--- config.mk ---
export PLATFORM = sky130hd
export DESIGN_NAME = dsc_core
export DESIGN_NICKNAME = d
export VERILOG_FILES = /design/src/hw/dsc_pkg.sv /design/src/hw/dsc_bus_if.sv /design/src/hw/dsc_core.sv /design/src/hw/dsc_axil.sv
export VERILOG_INCLUDE_DIRS = /design/src /design/src/hw
export SDC_FILE = /design/constraint.sdc
export NUM_CORES = 1
export LEC_CHECK = 0
export BUFFER_PORTS_ARGS = -buffer_cell sky130_fd_sc_hd__clkbuf_2
export CAP_MARGIN = 20
export CORE_ASPECT_RATIO = 0.5
export CORE_MARGIN = 2
export CORE_UTILIZATION = 30
export CTS_CLUSTER_DIAMETER = 150
export DETAILED_ROUTE_END_ITERATION = 6
export GPL_ROUTABILITY_DRIVEN = 0
export PLACE_DENSITY_LB_ADDON = 0.25
export SYNTH_ARGS = -nofsm -noshare
export SYNTH_HDL_FRONTEND = slang
export SYNTH_HIERARCHICAL = 1
export SYNTH_SLANG_ARGS = --single-unit
--- constraint.sdc ---
create_clock -name i_core_clk -period 7.7 [get_ports i_core_clk]
set_input_delay 1.155 -clock i_core_clk [delete_from_list [all_inputs] [get_ports i_core_clk]]
set_output_delay 1.155 -clock i_core_clk [all_outputs]
set_load 0.01 [all_outputs]
--- src/hw/dsc_params.svh ---
// Purpose: offsets, field positions, reset values and timing counts of the sleep controller
// Assumes: 32-bit axi4-lite register bus, one word per register
// Notes: offsets are word indexes; byte address is four times the index
`ifndef DSC_PARAMS_SVH
`define DSC_PARAMS_SVH

// printed offsets are not multiples of four: kept as indexes, byte address = 4 * index
`define DSC_IDX_CTRL_LOW 12'hF4C
`define DSC_IDX_CTRL_HIGH 12'hF4D
`define DSC_IDX_PBYTE0 12'hF4E
`define DSC_IDX_PBYTE1 12'hF4F
`define DSC_IDX_WAKE_LOW 12'hF4A
`define DSC_IDX_WAKE_HIGH 12'hF4B
`define DSC_IDX_CORE_CTRL 12'hF40
`define DSC_IDX_CONFIG 12'hF41

// sleep_control_high fields
`define DSC_HI_SELECT 7
`define DSC_HI_RSVD 2
`define DSC_HI_ULP_EN 1
`define DSC_HI_CAL_WDIS 0
// sleep_control_low fields
`define DSC_LO_ULP_WDIS 2
`define DSC_LO_BOR_FLAG 1
`define DSC_LO_RELEASE 0
// wake_source_low fields
`define DSC_WK_FAULT 7
`define DSC_WK_ULP 5
`define DSC_WK_WDT 4
`define DSC_WK_CAL 3
`define DSC_WK_MCLR 2
`define DSC_WK_POR 0
// core control word fields (regulator sleep, exit flag, idle enable)
`define DSC_CC_REG_SLP 7
`define DSC_CC_EXIT 3
`define DSC_CC_IDLE 8
// config word fields
`define DSC_CFG_CAL_SRC 1
`define DSC_CFG_BOR_EN 2
`define DSC_CFG_CAL_SYNC 4

`define DSC_RST_CTRL 8'h00
`define DSC_RST_WAKE_LOW 8'h01

// select bit clears two instruction cycles after set
`define DSC_SELECT_LIFE_CYC 2

`endif

--- src/hw/dsc_pkg.sv ---
// Purpose: types of the sleep controller
// Assumes: nothing
// Notes: constants live in dsc_params.svh
package dsc_pkg;
    typedef enum logic [1:0] {
        DSC_RUN = 2'b00,
        DSC_ENTER = 2'b01,
        DSC_SLEEP = 2'b10,
        DSC_WAKE = 2'b11
    } dsc_state_e;
endpackage

--- src/hw/dsc_bus_if.sv ---
// Purpose: register access strobes between the bus slave and the core
// Assumes: one access per cycle
// Notes: wr and rd are one-cycle pulses
`timescale 1ns/1ps
interface dsc_bus_if;
    logic wr;
    logic rd;
    logic [11:0] idx;
    logic [31:0] wdata;
    logic [3:0] wstrb;
    logic [31:0] rdata;
    logic hit;
    modport slave (output wr, output rd, output idx, output wdata, output wstrb,
                   input rdata, input hit);
    modport core (input wr, input rd, input idx, input wdata, input wstrb,
                  output rdata, output hit);
endinterface

--- src/hw/dsc_core.sv ---
// Summary of operation
// - calendar keeps running in deep sleep; its alarm may wake the device
// - config bit 1 picks calendar clock: internal rc or secondary oscillator
// - any wake causes a full power-on reset then reset vector fetch
// - device sets exit flag on wake; firmware reads then clears it
// - fault seen in deep sleep sets fault flag and wakes with reset
// - fault watch always active in deep sleep, no enable needed
// - select bit 7 chooses deep or ordinary sleep; resets to zero
// - high bit 1 enables ultra-low-power wake module in deep sleep
// - high bit 0 set blocks calendar alarm wake
// - low bit 2 disables ulp wake; ulp wakes only if clear and enabled
// - brown-out flag set when monitor enabled and supply dipped, not tripped
// - pins hold state after wake until release bit cleared, except after an mclr wake or an enabled brown-out trip in sleep
// - brown-out flag and release bit zero at power up; bits 7..3 zero
// - persistent bytes retain contents through deep sleep and wake
// - persistent bytes lost only on brown-out or supply collapse
// - select bit self-clears two instruction cycles after set
// - entry clears wake status; only first wake source is logged
// - wake before full entry not logged; entry aborted
//
// Purpose: deep sleep entry, wake logging, pin hold and persistent storage
// Assumes: i_rst_b is the always-on power-up reset; i_instr_tick marks an instruction cycle
// Notes: byte address of a register is four times its index
`timescale 1ns/1ps
`include "dsc_params.svh"
module dsc_core (
    input wire logic i_core_clk,
    input wire logic i_rst_b,
    input wire logic [13:0] i_awaddr,
    input wire logic i_awvalid,
    output logic o_awready,
    input wire logic [31:0] i_wdata,
    input wire logic [3:0] i_wstrb,
    input wire logic i_wvalid,
    output logic o_wready,
    output logic [1:0] o_bresp,
    output logic o_bvalid,
    input wire logic i_bready,
    input wire logic [13:0] i_araddr,
    input wire logic i_arvalid,
    output logic o_arready,
    output logic [31:0] o_rdata,
    output logic [1:0] o_rresp,
    output logic o_rvalid,
    input wire logic i_rready,
    input wire logic i_instr_tick,
    input wire logic i_sleep_instr,
    input wire logic i_calendar_alarm,
    input wire logic i_ulp_event,
    input wire logic i_watchdog_timeout,
    input wire logic i_mclr_event,
    input wire logic i_fault_detect,
    input wire logic i_bor_armed_dip,
    input wire logic i_bor_tripped,
    input wire logic i_core_brownout,
    output logic o_core_reset,
    output logic o_deep_sleep,
    output logic o_ordinary_sleep,
    output logic o_sleep_abort,
    output logic o_pin_hold,
    output logic o_calendar_run,
    output logic o_calendar_source_select,
    output logic o_ulp_module_on
);
    typedef struct packed {
        dsc_pkg::dsc_state_e st;
        logic sel;
        logic [1:0] sel_age;
        logic ulp_en;
        logic cal_wdis;
        logic ulp_wdis;
        logic bor_flag;
        logic release_hold;
        logic [7:0] wake_low;
        logic wake_external_interrupt_zero;
        logic exit_flag;
        logic reg_slp;
        logic idle_en;
        logic cal_src;
        logic bor_en;
        logic cal_sync;
        logic [15:0] pbytes;
        logic abort;
        logic slp;
    } dsc_core_s;
    dsc_core_s q_r, q_nxt;
    dsc_bus_if bus ();

    // the select lifetime must fit the two-bit age counter
    if (`DSC_SELECT_LIFE_CYC < 1 || `DSC_SELECT_LIFE_CYC > 4) begin : g_life_chk
        $error("select lifetime does not fit the age counter");
    end

    dsc_axil u_axil (
        .i_core_clk(i_core_clk),
        .i_rst_b(i_rst_b),
        .i_awaddr(i_awaddr),
        .i_awvalid(i_awvalid),
        .o_awready(o_awready),
        .i_wdata(i_wdata),
        .i_wstrb(i_wstrb),
        .i_wvalid(i_wvalid),
        .o_wready(o_wready),
        .o_bresp(o_bresp),
        .o_bvalid(o_bvalid),
        .i_bready(i_bready),
        .i_araddr(i_araddr),
        .i_arvalid(i_arvalid),
        .o_arready(o_arready),
        .o_rdata(o_rdata),
        .o_rresp(o_rresp),
        .o_rvalid(o_rvalid),
        .i_rready(i_rready),
        .bus(bus)
    );

    logic wr_lo, wr_hi, wr_p0, wr_p1, wr_wk, wr_cc, wr_cfg;
    logic cal_wake, ulp_wake, any_wake;
    logic [7:0] wb;

    assign wb = bus.wdata[7:0];
    assign wr_lo = bus.wr && bus.wstrb[0] && bus.idx == `DSC_IDX_CTRL_LOW;
    assign wr_hi = bus.wr && bus.wstrb[0] && bus.idx == `DSC_IDX_CTRL_HIGH;
    assign wr_p0 = bus.wr && bus.wstrb[0] && bus.idx == `DSC_IDX_PBYTE0;
    assign wr_p1 = bus.wr && bus.wstrb[0] && bus.idx == `DSC_IDX_PBYTE1;
    assign wr_wk = bus.wr && bus.wstrb[0] && bus.idx == `DSC_IDX_WAKE_LOW;
    assign wr_cc = bus.wr && bus.idx == `DSC_IDX_CORE_CTRL;
    assign wr_cfg = bus.wr && bus.wstrb[0] && bus.idx == `DSC_IDX_CONFIG;

    // gated wake sources
    assign cal_wake = i_calendar_alarm && !q_r.cal_wdis;
    assign ulp_wake = i_ulp_event && q_r.ulp_en && !q_r.ulp_wdis;
    assign any_wake = cal_wake || ulp_wake || i_watchdog_timeout || i_mclr_event
                      || i_fault_detect;

    // read mux, unimplemented bits read zero
    always_comb begin
        bus.hit = 1'b1;
        bus.rdata = 32'h0;
        case (bus.idx)
            `DSC_IDX_CTRL_LOW: begin
                bus.rdata[`DSC_LO_ULP_WDIS] = q_r.ulp_wdis;
                bus.rdata[`DSC_LO_BOR_FLAG] = q_r.bor_flag;
                bus.rdata[`DSC_LO_RELEASE] = q_r.release_hold;
            end
            `DSC_IDX_CTRL_HIGH: begin
                bus.rdata[`DSC_HI_SELECT] = q_r.sel;
                bus.rdata[`DSC_HI_ULP_EN] = q_r.ulp_en;
                bus.rdata[`DSC_HI_CAL_WDIS] = q_r.cal_wdis;
            end
            `DSC_IDX_PBYTE0: bus.rdata[7:0] = q_r.pbytes[7:0];
            `DSC_IDX_PBYTE1: bus.rdata[7:0] = q_r.pbytes[15:8];
            `DSC_IDX_WAKE_LOW: bus.rdata[7:0] = q_r.wake_low;
            `DSC_IDX_WAKE_HIGH: bus.rdata[0] = q_r.wake_external_interrupt_zero;
            `DSC_IDX_CORE_CTRL: begin
                bus.rdata[`DSC_CC_REG_SLP] = q_r.reg_slp;
                bus.rdata[`DSC_CC_EXIT] = q_r.exit_flag;
                bus.rdata[`DSC_CC_IDLE] = q_r.idle_en;
            end
            `DSC_IDX_CONFIG: begin
                bus.rdata[`DSC_CFG_CAL_SRC] = q_r.cal_src;
                bus.rdata[`DSC_CFG_BOR_EN] = q_r.bor_en;
                bus.rdata[`DSC_CFG_CAL_SYNC] = q_r.cal_sync;
            end
            default: bus.hit = 1'b0;
        endcase
    end

    // next state: register writes, entry, wake
    always_comb begin
        q_nxt = q_r;
        q_nxt.abort = 1'b0;
        q_nxt.slp = 1'b0;
        if (wr_hi) begin
            q_nxt.sel = wb[`DSC_HI_SELECT];
            q_nxt.sel_age = 2'h0;
            q_nxt.ulp_en = wb[`DSC_HI_ULP_EN];
            q_nxt.cal_wdis = wb[`DSC_HI_CAL_WDIS];
        end else if (q_r.sel && i_instr_tick) begin
            // short life guards against an accidental deep entry
            if (q_r.sel_age == 2'(`DSC_SELECT_LIFE_CYC - 1)) begin
                q_nxt.sel = 1'b0;
            end else begin
                q_nxt.sel_age = q_r.sel_age + 2'h1;
            end
        end
        if (wr_lo) begin
            q_nxt.ulp_wdis = wb[`DSC_LO_ULP_WDIS];
            q_nxt.bor_flag = wb[`DSC_LO_BOR_FLAG];
            q_nxt.release_hold = wb[`DSC_LO_RELEASE];
        end
        if (wr_p0) q_nxt.pbytes[7:0] = wb;
        if (wr_p1) q_nxt.pbytes[15:8] = wb;
        // unimplemented status bits 6 and 1 stay zero
        if (wr_wk) q_nxt.wake_low = wb & 8'hBD;
        if (wr_cc && bus.wstrb[0]) begin
            q_nxt.reg_slp = wb[`DSC_CC_REG_SLP];
            q_nxt.exit_flag = wb[`DSC_CC_EXIT];
        end
        if (wr_cc && bus.wstrb[1]) q_nxt.idle_en = bus.wdata[`DSC_CC_IDLE];
        if (wr_cfg) begin
            q_nxt.cal_src = wb[`DSC_CFG_CAL_SRC];
            q_nxt.bor_en = wb[`DSC_CFG_BOR_EN];
            q_nxt.cal_sync = wb[`DSC_CFG_CAL_SYNC];
        end
        // contents lost only on a core supply collapse while running or an enabled brown-out trip in sleep
        if (i_core_brownout && q_r.st == dsc_pkg::DSC_RUN) q_nxt.pbytes = 16'h0;
        if (i_bor_tripped && q_r.bor_en && q_r.st == dsc_pkg::DSC_SLEEP) begin
            q_nxt.pbytes = 16'h0;
            q_nxt.release_hold = 1'b0;
        end
        case (q_r.st)
            dsc_pkg::DSC_RUN: begin
                if (i_sleep_instr && q_r.sel && q_r.reg_slp && !q_r.idle_en) begin
                    q_nxt.st = dsc_pkg::DSC_ENTER;
                    q_nxt.sel = 1'b0;
                end else if (i_sleep_instr) begin
                    q_nxt.slp = 1'b1;
                end
            end
            dsc_pkg::DSC_ENTER: begin
                if (any_wake) begin
                    q_nxt.st = dsc_pkg::DSC_RUN;
                    q_nxt.abort = 1'b1;
                end else begin
                    q_nxt.st = dsc_pkg::DSC_SLEEP;
                    q_nxt.wake_low = 8'h0;
                    q_nxt.wake_external_interrupt_zero = 1'b0;
                    q_nxt.bor_flag = 1'b0;
                    q_nxt.release_hold = 1'b1;
                end
            end
            dsc_pkg::DSC_SLEEP: begin
                if (q_r.bor_en && i_bor_armed_dip && !i_bor_tripped) begin
                    q_nxt.bor_flag = 1'b1;
                end
                if (any_wake) begin
                    q_nxt.st = dsc_pkg::DSC_WAKE;
                    // priority picks a single logged source
                    if (i_fault_detect) q_nxt.wake_low[`DSC_WK_FAULT] = 1'b1;
                    else if (i_mclr_event) q_nxt.wake_low[`DSC_WK_MCLR] = 1'b1;
                    else if (cal_wake) q_nxt.wake_low[`DSC_WK_CAL] = 1'b1;
                    else if (i_watchdog_timeout) q_nxt.wake_low[`DSC_WK_WDT] = 1'b1;
                    else q_nxt.wake_low[`DSC_WK_ULP] = 1'b1;
                    if (i_mclr_event) q_nxt.release_hold = 1'b0;
                end
            end
            dsc_pkg::DSC_WAKE: begin
                // core reset pulse done, exit flag set, control bits except brown-out flag and release bit back to power-up values
                q_nxt.st = dsc_pkg::DSC_RUN;
                q_nxt.exit_flag = 1'b1;
                q_nxt.sel = 1'b0;
                q_nxt.ulp_en = 1'b0;
                q_nxt.cal_wdis = 1'b0;
                q_nxt.ulp_wdis = 1'b0;
                q_nxt.reg_slp = 1'b0;
                q_nxt.idle_en = 1'b0;
            end
            default: q_nxt.st = dsc_pkg::DSC_RUN;
        endcase
    end

    always_ff @(posedge i_core_clk or negedge i_rst_b) begin
        if (!i_rst_b) begin
            q_r <= '0;
            q_r.wake_low <= `DSC_RST_WAKE_LOW;
        end else begin
            q_r <= q_nxt;
        end
    end

    // status outputs
    assign o_core_reset = q_r.st == dsc_pkg::DSC_WAKE;
    assign o_deep_sleep = q_r.st == dsc_pkg::DSC_SLEEP;
    assign o_ordinary_sleep = q_r.slp;
    assign o_sleep_abort = q_r.abort;
    assign o_pin_hold = q_r.release_hold;
    assign o_calendar_run = 1'b1;
    assign o_calendar_source_select = q_r.cal_src;
    assign o_ulp_module_on = q_r.ulp_en && q_r.st == dsc_pkg::DSC_SLEEP;
endmodule

--- src/hw/dsc_axil.sv ---
// Purpose: axi4-lite slave that turns bus transfers into register strobes
// Assumes: address and data may arrive in either order
// Notes: unmapped index answers slverr, reads return zero
`timescale 1ns/1ps
module dsc_axil (
    input wire logic i_core_clk,
    input wire logic i_rst_b,
    input wire logic [13:0] i_awaddr,
    input wire logic i_awvalid,
    output logic o_awready,
    input wire logic [31:0] i_wdata,
    input wire logic [3:0] i_wstrb,
    input wire logic i_wvalid,
    output logic o_wready,
    output logic [1:0] o_bresp,
    output logic o_bvalid,
    input wire logic i_bready,
    input wire logic [13:0] i_araddr,
    input wire logic i_arvalid,
    output logic o_arready,
    output logic [31:0] o_rdata,
    output logic [1:0] o_rresp,
    output logic o_rvalid,
    input wire logic i_rready,
    dsc_bus_if.slave bus
);
    typedef struct packed {
        logic aw_ok;
        logic [11:0] aw_idx;
        logic w_ok;
        logic [31:0] wd;
        logic [3:0] ws;
        logic bv;
        logic [1:0] br;
        logic rv;
        logic [31:0] rd;
        logic [1:0] rr;
    } dsc_axil_s;
    dsc_axil_s q_r, q_nxt;
    logic do_wr, do_rd;

    // holding buffers free until the response leaves
    assign o_awready = !q_r.aw_ok && !q_r.bv;
    assign o_wready = !q_r.w_ok && !q_r.bv;
    // a write owns the shared index this cycle, so a read waits one cycle
    assign o_arready = !q_r.rv && !do_wr;
    assign do_wr = q_r.aw_ok && q_r.w_ok && !q_r.bv;
    assign do_rd = i_arvalid && !q_r.rv && !do_wr;
    assign bus.wr = do_wr;
    assign bus.rd = do_rd;
    assign bus.idx = do_wr ? q_r.aw_idx : i_araddr[13:2];
    assign bus.wdata = q_r.wd;
    assign bus.wstrb = q_r.ws;

    // channel bookkeeping, read answer one cycle after address
    always_comb begin
        q_nxt = q_r;
        if (i_awvalid && o_awready) begin
            q_nxt.aw_ok = 1'b1;
            q_nxt.aw_idx = i_awaddr[13:2];
        end
        if (i_wvalid && o_wready) begin
            q_nxt.w_ok = 1'b1;
            q_nxt.wd = i_wdata;
            q_nxt.ws = i_wstrb;
        end
        if (do_wr) begin
            q_nxt.aw_ok = 1'b0;
            q_nxt.w_ok = 1'b0;
            q_nxt.bv = 1'b1;
            q_nxt.br = bus.hit ? 2'h0 : 2'h2;
        end else if (q_r.bv && i_bready) begin
            q_nxt.bv = 1'b0;
        end
        if (do_rd) begin
            q_nxt.rv = 1'b1;
            q_nxt.rd = bus.hit ? bus.rdata : 32'h0;
            q_nxt.rr = bus.hit ? 2'h0 : 2'h2;
        end else if (q_r.rv && i_rready) begin
            q_nxt.rv = 1'b0;
        end
    end

    always_ff @(posedge i_core_clk or negedge i_rst_b) begin
        if (!i_rst_b) begin
            q_r <= '0;
        end else begin
            q_r <= q_nxt;
        end
    end

    assign o_bvalid = q_r.bv;
    assign o_bresp = q_r.br;
    assign o_rvalid = q_r.rv;
    assign o_rdata = q_r.rd;
    assign o_rresp = q_r.rr;
endmodule

# After elaboration in Yosys (flattened, before gate mapping)
# Index checks and enable logic that the tools add are counted.
# W data, S select, Z words.
[totals] elab_cells=170 input_bits=81 out_inout_bits=49 register_bits=130
[classes] addsub=1 n_mux=63 n_reduce_logical=62 n_eq_ne=15
[op_table] cell="$eq A12 B12 Y1 const B" count=8
[op_table] cell="$mux W37" count=1
[op_table] cell="$logic_and A1 B1 Y1" count=34
[op_table] cell="$mux W16" count=2
[op_table] cell="$mux W1" count=24
[op_table] cell="$mux W3" count=8
[op_table] cell="$mux W8" count=3
[op_table] cell="$reduce_bool A2 Y1" count=9
[op_table] cell="$mux W2" count=8
[op_table] cell="$pmux W1 S5" count=3
[op_table] cell="$mux W13" count=1
[op_table] cell="$mux W12" count=1
[op_table] cell="$mux W11" count=1
[op_table] cell="$logic_not A1 Y1" count=9
[op_table] cell="$mux W9" count=1
[op_table] cell="$mux W4" count=2
[op_table] cell="$pmux W1 S4" count=2
[op_table] cell="$pmux W2 S4" count=1
[op_table] cell="$pmux W4 S2" count=1
[op_table] cell="$reduce_or A8 Y1" count=1
[op_table] cell="$pmux W1 S6" count=1
[op_table] cell="$pmux W2 S3" count=1
[op_table] cell="$pmux W3 S2" count=1
[op_table] cell="$reduce_bool A3 Y1" count=2
[op_table] cell="9 further kinds" count=16

# Depth between registers and ports, before layout
# Gate-level depths: netlist of run 1.
[depth] word_depth=12 mapped_depth=14 ltp_nobuf=10

# Modules after synthesis
# Netlist of run 1, hierarchy kept.
[by_module_without_submodules] module="dsc_axil" area_each_um2=4201.5 cells_each=381 seq_area_each_um2=2152.1 instances=1
[by_module_without_submodules] module="dsc_core" area_each_um2=2489.9 cells_each=242 seq_area_each_um2=1052.3 instances=1

# Worst setup path before layout of run 1
# Ideal clock, no wire load.
[synth_timing] path_type="input-to-reg" start="input i_araddr[7]" end="register q_r, in the netlist o_calendar_source_select" t_required_ps=7575 stages=7 setup_time_ps=125 n_path_buf=1 t_arrival_ps=2899 path_slack_ps=4676 path_cell_list="nand2_1 -> nand2_1 -> or4b_1 -> buf_6 -> nor4_1 -> and2_1 -> mux2_2"
[synth_between] elab_chain_cells=3
[synth_lines] item="start: declaration" line_no="dsc_core.sv:39" text="input wire logic [13:0] i_araddr,"
[synth_lines] item="$mux W12" line_no="dsc_axil.sv:51" text="assign bus.idx = do_wr ? q_r.aw_idx : i_araddr[13:2];"
[synth_lines] item="named net bus.idx[5]" line_no="dsc_bus_if.sv:8" text="logic [11:0] idx;"
[synth_lines] item="$eq A12 B12 Y1"
[synth_lines] item="$logic_and A1 B1 Y1 (no line)"
[synth_lines] item="end signal: assignment" line_no="dsc_core.sv:268" text="q_r <= q_nxt;"
[synth_lines] item="end: declaration" line_no="dsc_core.sv:86" text="dsc_core_s q_r, q_nxt;"
# The timed path passes the listed nets, and every way through them passes these cells.
# A chain may end at the register's enable or synchronous reset.

# Worst setup path after layout of run 1
[layout_timing] start="register u_axil.q_r, in the netlist u_axil/o_bvalid" end="register q_r, in the netlist o_calendar_source_select"
[layout_between] elab_chain_cells=5 elab_cells_between_ends=6 classes_between="eq/ne: 1; mux: 1; reduce/logical: 4"
[layout_lines] item="start: declaration" line_no="dsc_axil.sv:39" text="dsc_axil_s q_r, q_nxt;"
[layout_lines] item="start signal: assignment" line_no="dsc_axil.sv:88" text="q_r <= q_nxt;"
[layout_lines] item="$logic_not A1 Y1" line_no="dsc_axil.sv:47" text="assign do_wr = q_r.aw_ok && q_r.w_ok && !q_r.bv;"
[layout_lines] item="$logic_and A1 B1 Y1" line_no="dsc_axil.sv:47"
[layout_lines] item="named net bus.wr" line_no="dsc_bus_if.sv:6" text="logic wr;"
[layout_lines] item="$mux W12" line_no="dsc_axil.sv:51"
[layout_lines] item="named net bus.idx[10]" line_no="dsc_bus_if.sv:8"
[layout_lines] item="$eq A12 B12 Y1"
[layout_lines] item="$logic_and A1 B1 Y1 (no line)"
# The timed path passes the listed nets, and every way through them passes these cells.

==> flow_metrics.py, run 1 <==
metrics = {
    "cts": {
        "postCtsSetupBuffers": 0,
        "cts.clk_slew.worst_paths_ps": 80,
        "cts_buffer_depth": 2,
        "root_buffer": "clkbuf_16",
        "cts_tree": "built",
        "postCtsHoldBufs": 0,
        "h-tree-depth": 3,
        "clk_latency_ps": 350,
        "clkSinkCount": 103,
        "cts_resized": 0,
        "numCtsBuffers": 9,
    },
    "timing": {
        "rsz0062_at_grt": "false",
        "setup_tns_ps": 0,
        "min_period_ps": 4110,
        "hold_viol": 0,
        "fmax_ghz": 0.243,
        "relSlewSlack_pct": 36.0,
        "setup_viol": 0,
        "skew_ps": 10.5,
        "worstMarginPinSlew_ps": 957,
        "min_period_over_period_pct": 53.4,
        "slew_viol_final": 0,
    },
    "grt": {
        "grt_use_total_pct": 14.0,
        "grt_pass1_wl_mm": 21.2,
        "antenna_found_initial": 0,
        "grt_max_degree": 66,
        "grt_pass1_vias": 3879,
        "overflow": 0,
    },
    "place": {
        "place_inst": 828,
        "port_buffers": 97,
        "hpwl_mm": 9.21,
    },
    "floorplanning": {
        "io_pins": 130,
        "start_util_pct": 31.2,
        "rows": 34,
        "core-area_um2": 17700,
        "die-area_um2": 19500,
        "die_w_um": 196,
        "die_y_um": 99.8,
    },
    "drt": {
        "drtIter0Drc": 167,
        "drc_errors": 0,
        "first_pass_iters": 4,
        "num_vias": 3893,
        "avgViaCountPerCell": 4.61,
        "wl_per_cell_um": 15.6,
        "wl_mm": 13.2,
        "ant_nets": 0,
    },
    "finish": {
        "n_fill_cell": 1814,
        "nNetsFinal": 693,
        "drive_gt1_share_pct": 26.4,
        "syn2layout_area_growth_pct": 12.1,
        "antennaDiodeCount": 0,
        "finish.utilization_pct": 34.9,
        "fin_cells": 845,
    },
    "synthesis": {
        "synthCells": 546,
        "netlist_area_um2": 5500,
        "ys_warn_count": 6,
        "syn_avg_cell_area_um2": 10.1,
    },
    "pwr": {
        "ir_worst_vdd_uv": 105,
        "pwr_density_cell_nw_per_um2": 260,
        "p_leak_uw": 0.00287,
        "power_uw": 1600,
    },
    "critical_path": {
        "arrival_ps": 4350,
        "path_max_fanout": 39,
        "crit_type": "flip-flop to flip-flop",
        "worstSetupEndpointType": "flip-flop",
        "cp-start-kind": "flip-flop",
        "required_ps": 7940,
    },
    "flow_run": {
        "drv_cap": 0,
    },
    "status": {
        "status": "completed",
    },
    "hold_path": {
        "min_path_type": "flip-flop to flip-flop",
    },
}
## sequential cells by signal (all words and copies together), names as in the netlist, 2 cells and up, named ones only
signal	count
u_axil/q_r	14
u_axil/o_rdata	32
u_axil/bus.wdata	9
u_axil/bus.wstrb	2
q_r	37
## layout by cell type (no fill, tap or decap), drive strengths merged, types with 2 or more instances in the layout
| master | count |
|---|---|
| clkbuf | 106 |
| dfrtp | 102 |
| nand2 | 86 |
| o21ai | 80 |
| mux2i | 32 |
| nor2 | 30 |
| mux2 | 27 |
| conb | 26 |
| inv | 12 |
| nand3 | 11 |
| a21oi | 9 |
| and2 | 8 |
| nor4 | 7 |
| ha | 6 |
| nand3b | 6 |
| buf | 6 |
| nor3 | 6 |
| nand2b | 5 |
| and3 | 4 |
| nand4b | 4 |
| a22oi | 3 |
| o22ai | 3 |
| nand4 | 2 |
| or4bb | 2 |
| or2 | 2 |
| mux4 | 2 |
| clkinvlp | 2 |
| clkinv | 2 |
| a21boi | 2 |
## cell type report
type	count	area [µm²]	share of cell area, %
Clock buffer	10	239	3.88
Timing Repair Buffer	102	533	8.65
Tap cell	234	293	4.75
Clock inverter	6	52.6	0.852
Inverter	10	37.5	0.609
Multi-Input combinational cell	380	2430	39.4
Sequential cell	103	2580	41.8
## routing by layer
| layer | share of wire [%] | global-route usage [%] | wire length [µm] |
|---|---|---|---|
| met4 | 1.1 | 3.52 | 143 |
| met2 | 45 | 22.2 | 5870 |
| met3 | 3.4 | 2.98 | 450 |
| met1 | 51 | 19.6 | 6690 |
| met5 | 0 | 0 | 0 |
## power by group
group	switching (µW)	leakage, µW	internal, µW	total [µW]
sequential	81.6	0.00136	622	703
clock	217	0.000137	233	450
combinational	268	0.00137	182	450
total	567	0.00287	1040	1600
## through the flow
stage          setup WS [ps]  hold slack (ps)  area (µm²)
2_1_floorplan           4680              451        5590
3_3_place_gp            3620              475        5860
3_5_place_dp            3560              488        5860
4_1_cts                 3540              505        6150
5_1_grt                 3220              520        6160
6_report                3590              499        6160
## critical path, stage by stage, from the launching register on
cell and delay, ps:
dfrtp_1 430, nand3b_4 310, inv_1 430, buf_4 430, nand2_1 90, nand2_1 70, nand4_1 740, nor4_1 810
and2_1 300, mux2_2 360
## worst paths after layout
| path | start | endpoint | slack, ps | cells past startpoint |
|---|---|---|---|---|
| max reg2reg | u_axil/o_bvalid | o_calendar_source_select | 3590 | 9 |
| min reg2reg | u_axil/o_bresp[1] | u_axil/o_bresp[1] | 500 | 2 |
| max in group asynchronous | i_rst_b | u_axil/q_r[84] | 5690 | 2 |
| min | u_axil/o_bresp[1] | u_axil/o_bresp[1] | 500 | 2 |
| max | u_axil/o_bvalid | o_calendar_source_select | 3590 | 9 |
| min in group asynchronous | i_rst_b | u_axil/bus.wdata[2] | 770 | 1 |
Power figures use the tool's default switching activity.
==> inputs of run 2 (changes only) <==
clock period = 3.65 ns   (was 7.7 ns; I/O delays follow)
==> run 2 against run 1 <==
Register-to-register slack got worse by 3200 ps. Worst hold slack got worse by 480 ps. Die area unchanged. Worst setup slack lost 3200 ps. Via count increased by 0.49%. Total power increased by 110%. Clock power grew 120%. Sequential share of layout area shrank 0.62 points. Cell count grew 1.1%. Largest cell class unchanged.
==> flow_metrics.py, run 2 (synthesis results as in run 1) <==
metrics = {
    "timing": {
        "hold_viol": 0,
        "rsz0062_at_grt": "false",
        "skew_ps": 8.99,
        "setup_tns_ps": 0,
        "slew_viol_final": 0,
        "worstMarginPinSlew_ps": 805,
        "min_period_over_period_pct": 89.4,
        "fmax_ghz": 0.306,
        "min_period_ps": 3260,
        "setup_viol": 0,
        "relSlewSlack_pct": 46.4,
    },
    "drt": {
        "wl_mm": 13.2,
        "num_vias": 3912,
        "avgViaCountPerCell": 4.58,
        "first_pass_iters": 4,
        "wl_per_cell_um": 15.4,
        "drc_errors": 0,
        "drtIter0Drc": 278,
        "ant_nets": 0,
    },
    "finish": {
        "largest-register": "q_r",
        "finish.utilization_pct": 35.4,
        "n_fill_cell": 1829,
        "final_cell_area_um2": 6260,
        "layout_common_cells": "102 x dfrtp_1, 96 x clkbuf_2, 86 x nand2_1",
        "nNetsFinal": 702,
        "final_common_cell": "dfrtp_1",
        "antennaDiodeCount": 0,
        "largest_reg_flops": 37,
        "syn2layout_area_growth_pct": 13.7,
        "drive_gt1_share_pct": 27.4,
    },
    "cts": {
        "root_buffer": "clkbuf_16",
        "cts_resized": 0,
        "postCtsHoldBufs": 0,
        "numCtsBuffers": 9,
        "postCtsSetupBuffers": 0,
        "cts_buffer_depth": 2,
        "h-tree-depth": 3,
        "cts.clk_slew.worst_paths_ps": 80,
        "cts_tree": "built",
        "clkSinkCount": 103,
        "clk_latency_ps": 350,
    },
    "grt": {
        "grt_pass1_vias": 3903,
        "grt_pass1_wl_mm": 21.5,
        "grt_use_total_pct": 14.2,
        "antenna_found_initial": 0,
        "grt_max_degree": 79,
        "overflow": 0,
    },
    "critical_path": {
        "crit_family": "simple AND/OR/NAND/NOR gates",
        "required_ps": 3910,
        "crit_type": "flip-flop to flip-flop",
        "arrival_ps": 3520,
        "worst_path_largest_cell_delay_ps": 600,
        "path_max_fanout": 33,
        "cp_common_cell": "nand2_1",
        "cp-start-kind": "flip-flop",
        "crit_buf_inv": 2,
        "crit_chain": "nand3b_4 -> inv_1 -> buf_4 -> nand2_1 -> nand2_1 -> or4bb_1 -> nor3_2 -> a22oi_1 -> o21ai_0 -> nand2_1 -> o21ai_0",
        "crit_slowest_cell": "or4bb_1",
        "worstSetupEndpointType": "flip-flop",
    },
    "hold_path": {
        "min_path_type": "primary input to asynchronous set/reset pin",
    },
    "floorplanning": {
        "start_util_pct": 31.2,
        "die_y_um": 99.8,
        "rows": 34,
        "die-area_um2": 19500,
        "die_w_um": 196,
        "io_pins": 130,
        "core-area_um2": 17700,
    },
    "place": {
        "post_dp_cell_area_um2": 5920,
        "hpwl_mm": 9.41,
        "port_buffers": 97,
    },
    "pwr": {
        "ir_worst_vdd_uv": 211,
        "p_leak_uw": 0.00293,
        "pwr_density_cell_nw_per_um2": 547,
    },
    "flow_run": {
        "drv_cap": 0,
    },
    "status": {
        "status": "completed",
    },
}
[run 2: cell count changes in the layout (fill, tap and decap cells not counted), sizes merged]
cell	change
clkinvlp	-2
inv	+3
clkinv	-1
buf	+9
[run 2: final timing paths]
path | from | endpoint | slack [ps] | cells after the start
worst max-delay path | u_axil/o_bvalid | u_axil/o_rdata[4] | 390 | 11
worst min-delay path | i_rst_b | u_axil/bus.wdata[2] | 20 | 1
worst max register to register | u_axil/o_bvalid | u_axil/o_rdata[4] | 390 | 11
worst min register to register | u_axil/o_bresp[1] | u_axil/o_bresp[1] | 490 | 2
max in group asynchronous | i_rst_b | u_axil/o_rdata[19] | 2800 | 3
min in group i_core_clk | i_bready | u_axil/o_bvalid | 370 | 2
[run 2: layout make-up]
class / instances / area [µm²] / share of cell area [%]
flip-flops and latches: 103 / 2580 / 41.2
inverters: 10 / 37.5 / 0.600
multi-input cells: 380 / 2430 / 38.9
clock inverters: 6 / 57.6 / 0.920
well taps: 234 / 293 / 4.68
repair buffers: 111 / 621 / 9.92
clock buffers: 10 / 239 / 3.82
[run 2: stage by stage]
| step | worst slack (ps) | std cells | hold slack, ps | power (µW) |
|---|---|---|---|---|
| after detailed placement | 410 | 836 | 475 | 2480 |
| after global placement | 468 | 836 | 473 | 2480 |
| after floorplan | 716 | 569 | 252 | 2310 |
| after global routing | 89.2 | 854 | 7.98 | 3640 |
| after CTS | 384 | 852 | 361 | 3470 |
| final | 386 | 854 | 18.9 | 3430 |
[run 2: worst reg2reg max path, cell delays in order, from the launching register on]
cell      delay, ps
dfrtp_1         440
nand3b_4        310
inv_1           190
buf_4           350
nand2_1         100
nand2_1         120
or4bb_1         600
nor3_2          510
a22oi_1         190
o21ai_0         160
nand2_1          80
o21ai_0         140
[run 2: where the power goes]
group	total [µW]	leakage, µW	switching (µW)	internal [µW]
Combinational	969	0.00142	561	408
Sequential	1490	0.00136	177	1310
Clock	969	0.000148	468	501
Total	3430	0.00293	1210	2220
[run 2: routing by layer]
| layer | global-route usage (%) | vias up | part of all wire (%) |
|---|---|---|---|
| li1 | - | 1937 | - |
| met1 | 19.8 | 1900 | 49 |
| met2 | 22.2 | 62 | 46 |
| met3 | 3.42 | 13 | 3.5 |
| met4 | 3.64 | 0 | 1.4 |
| met5 | 0 | - | 0 |
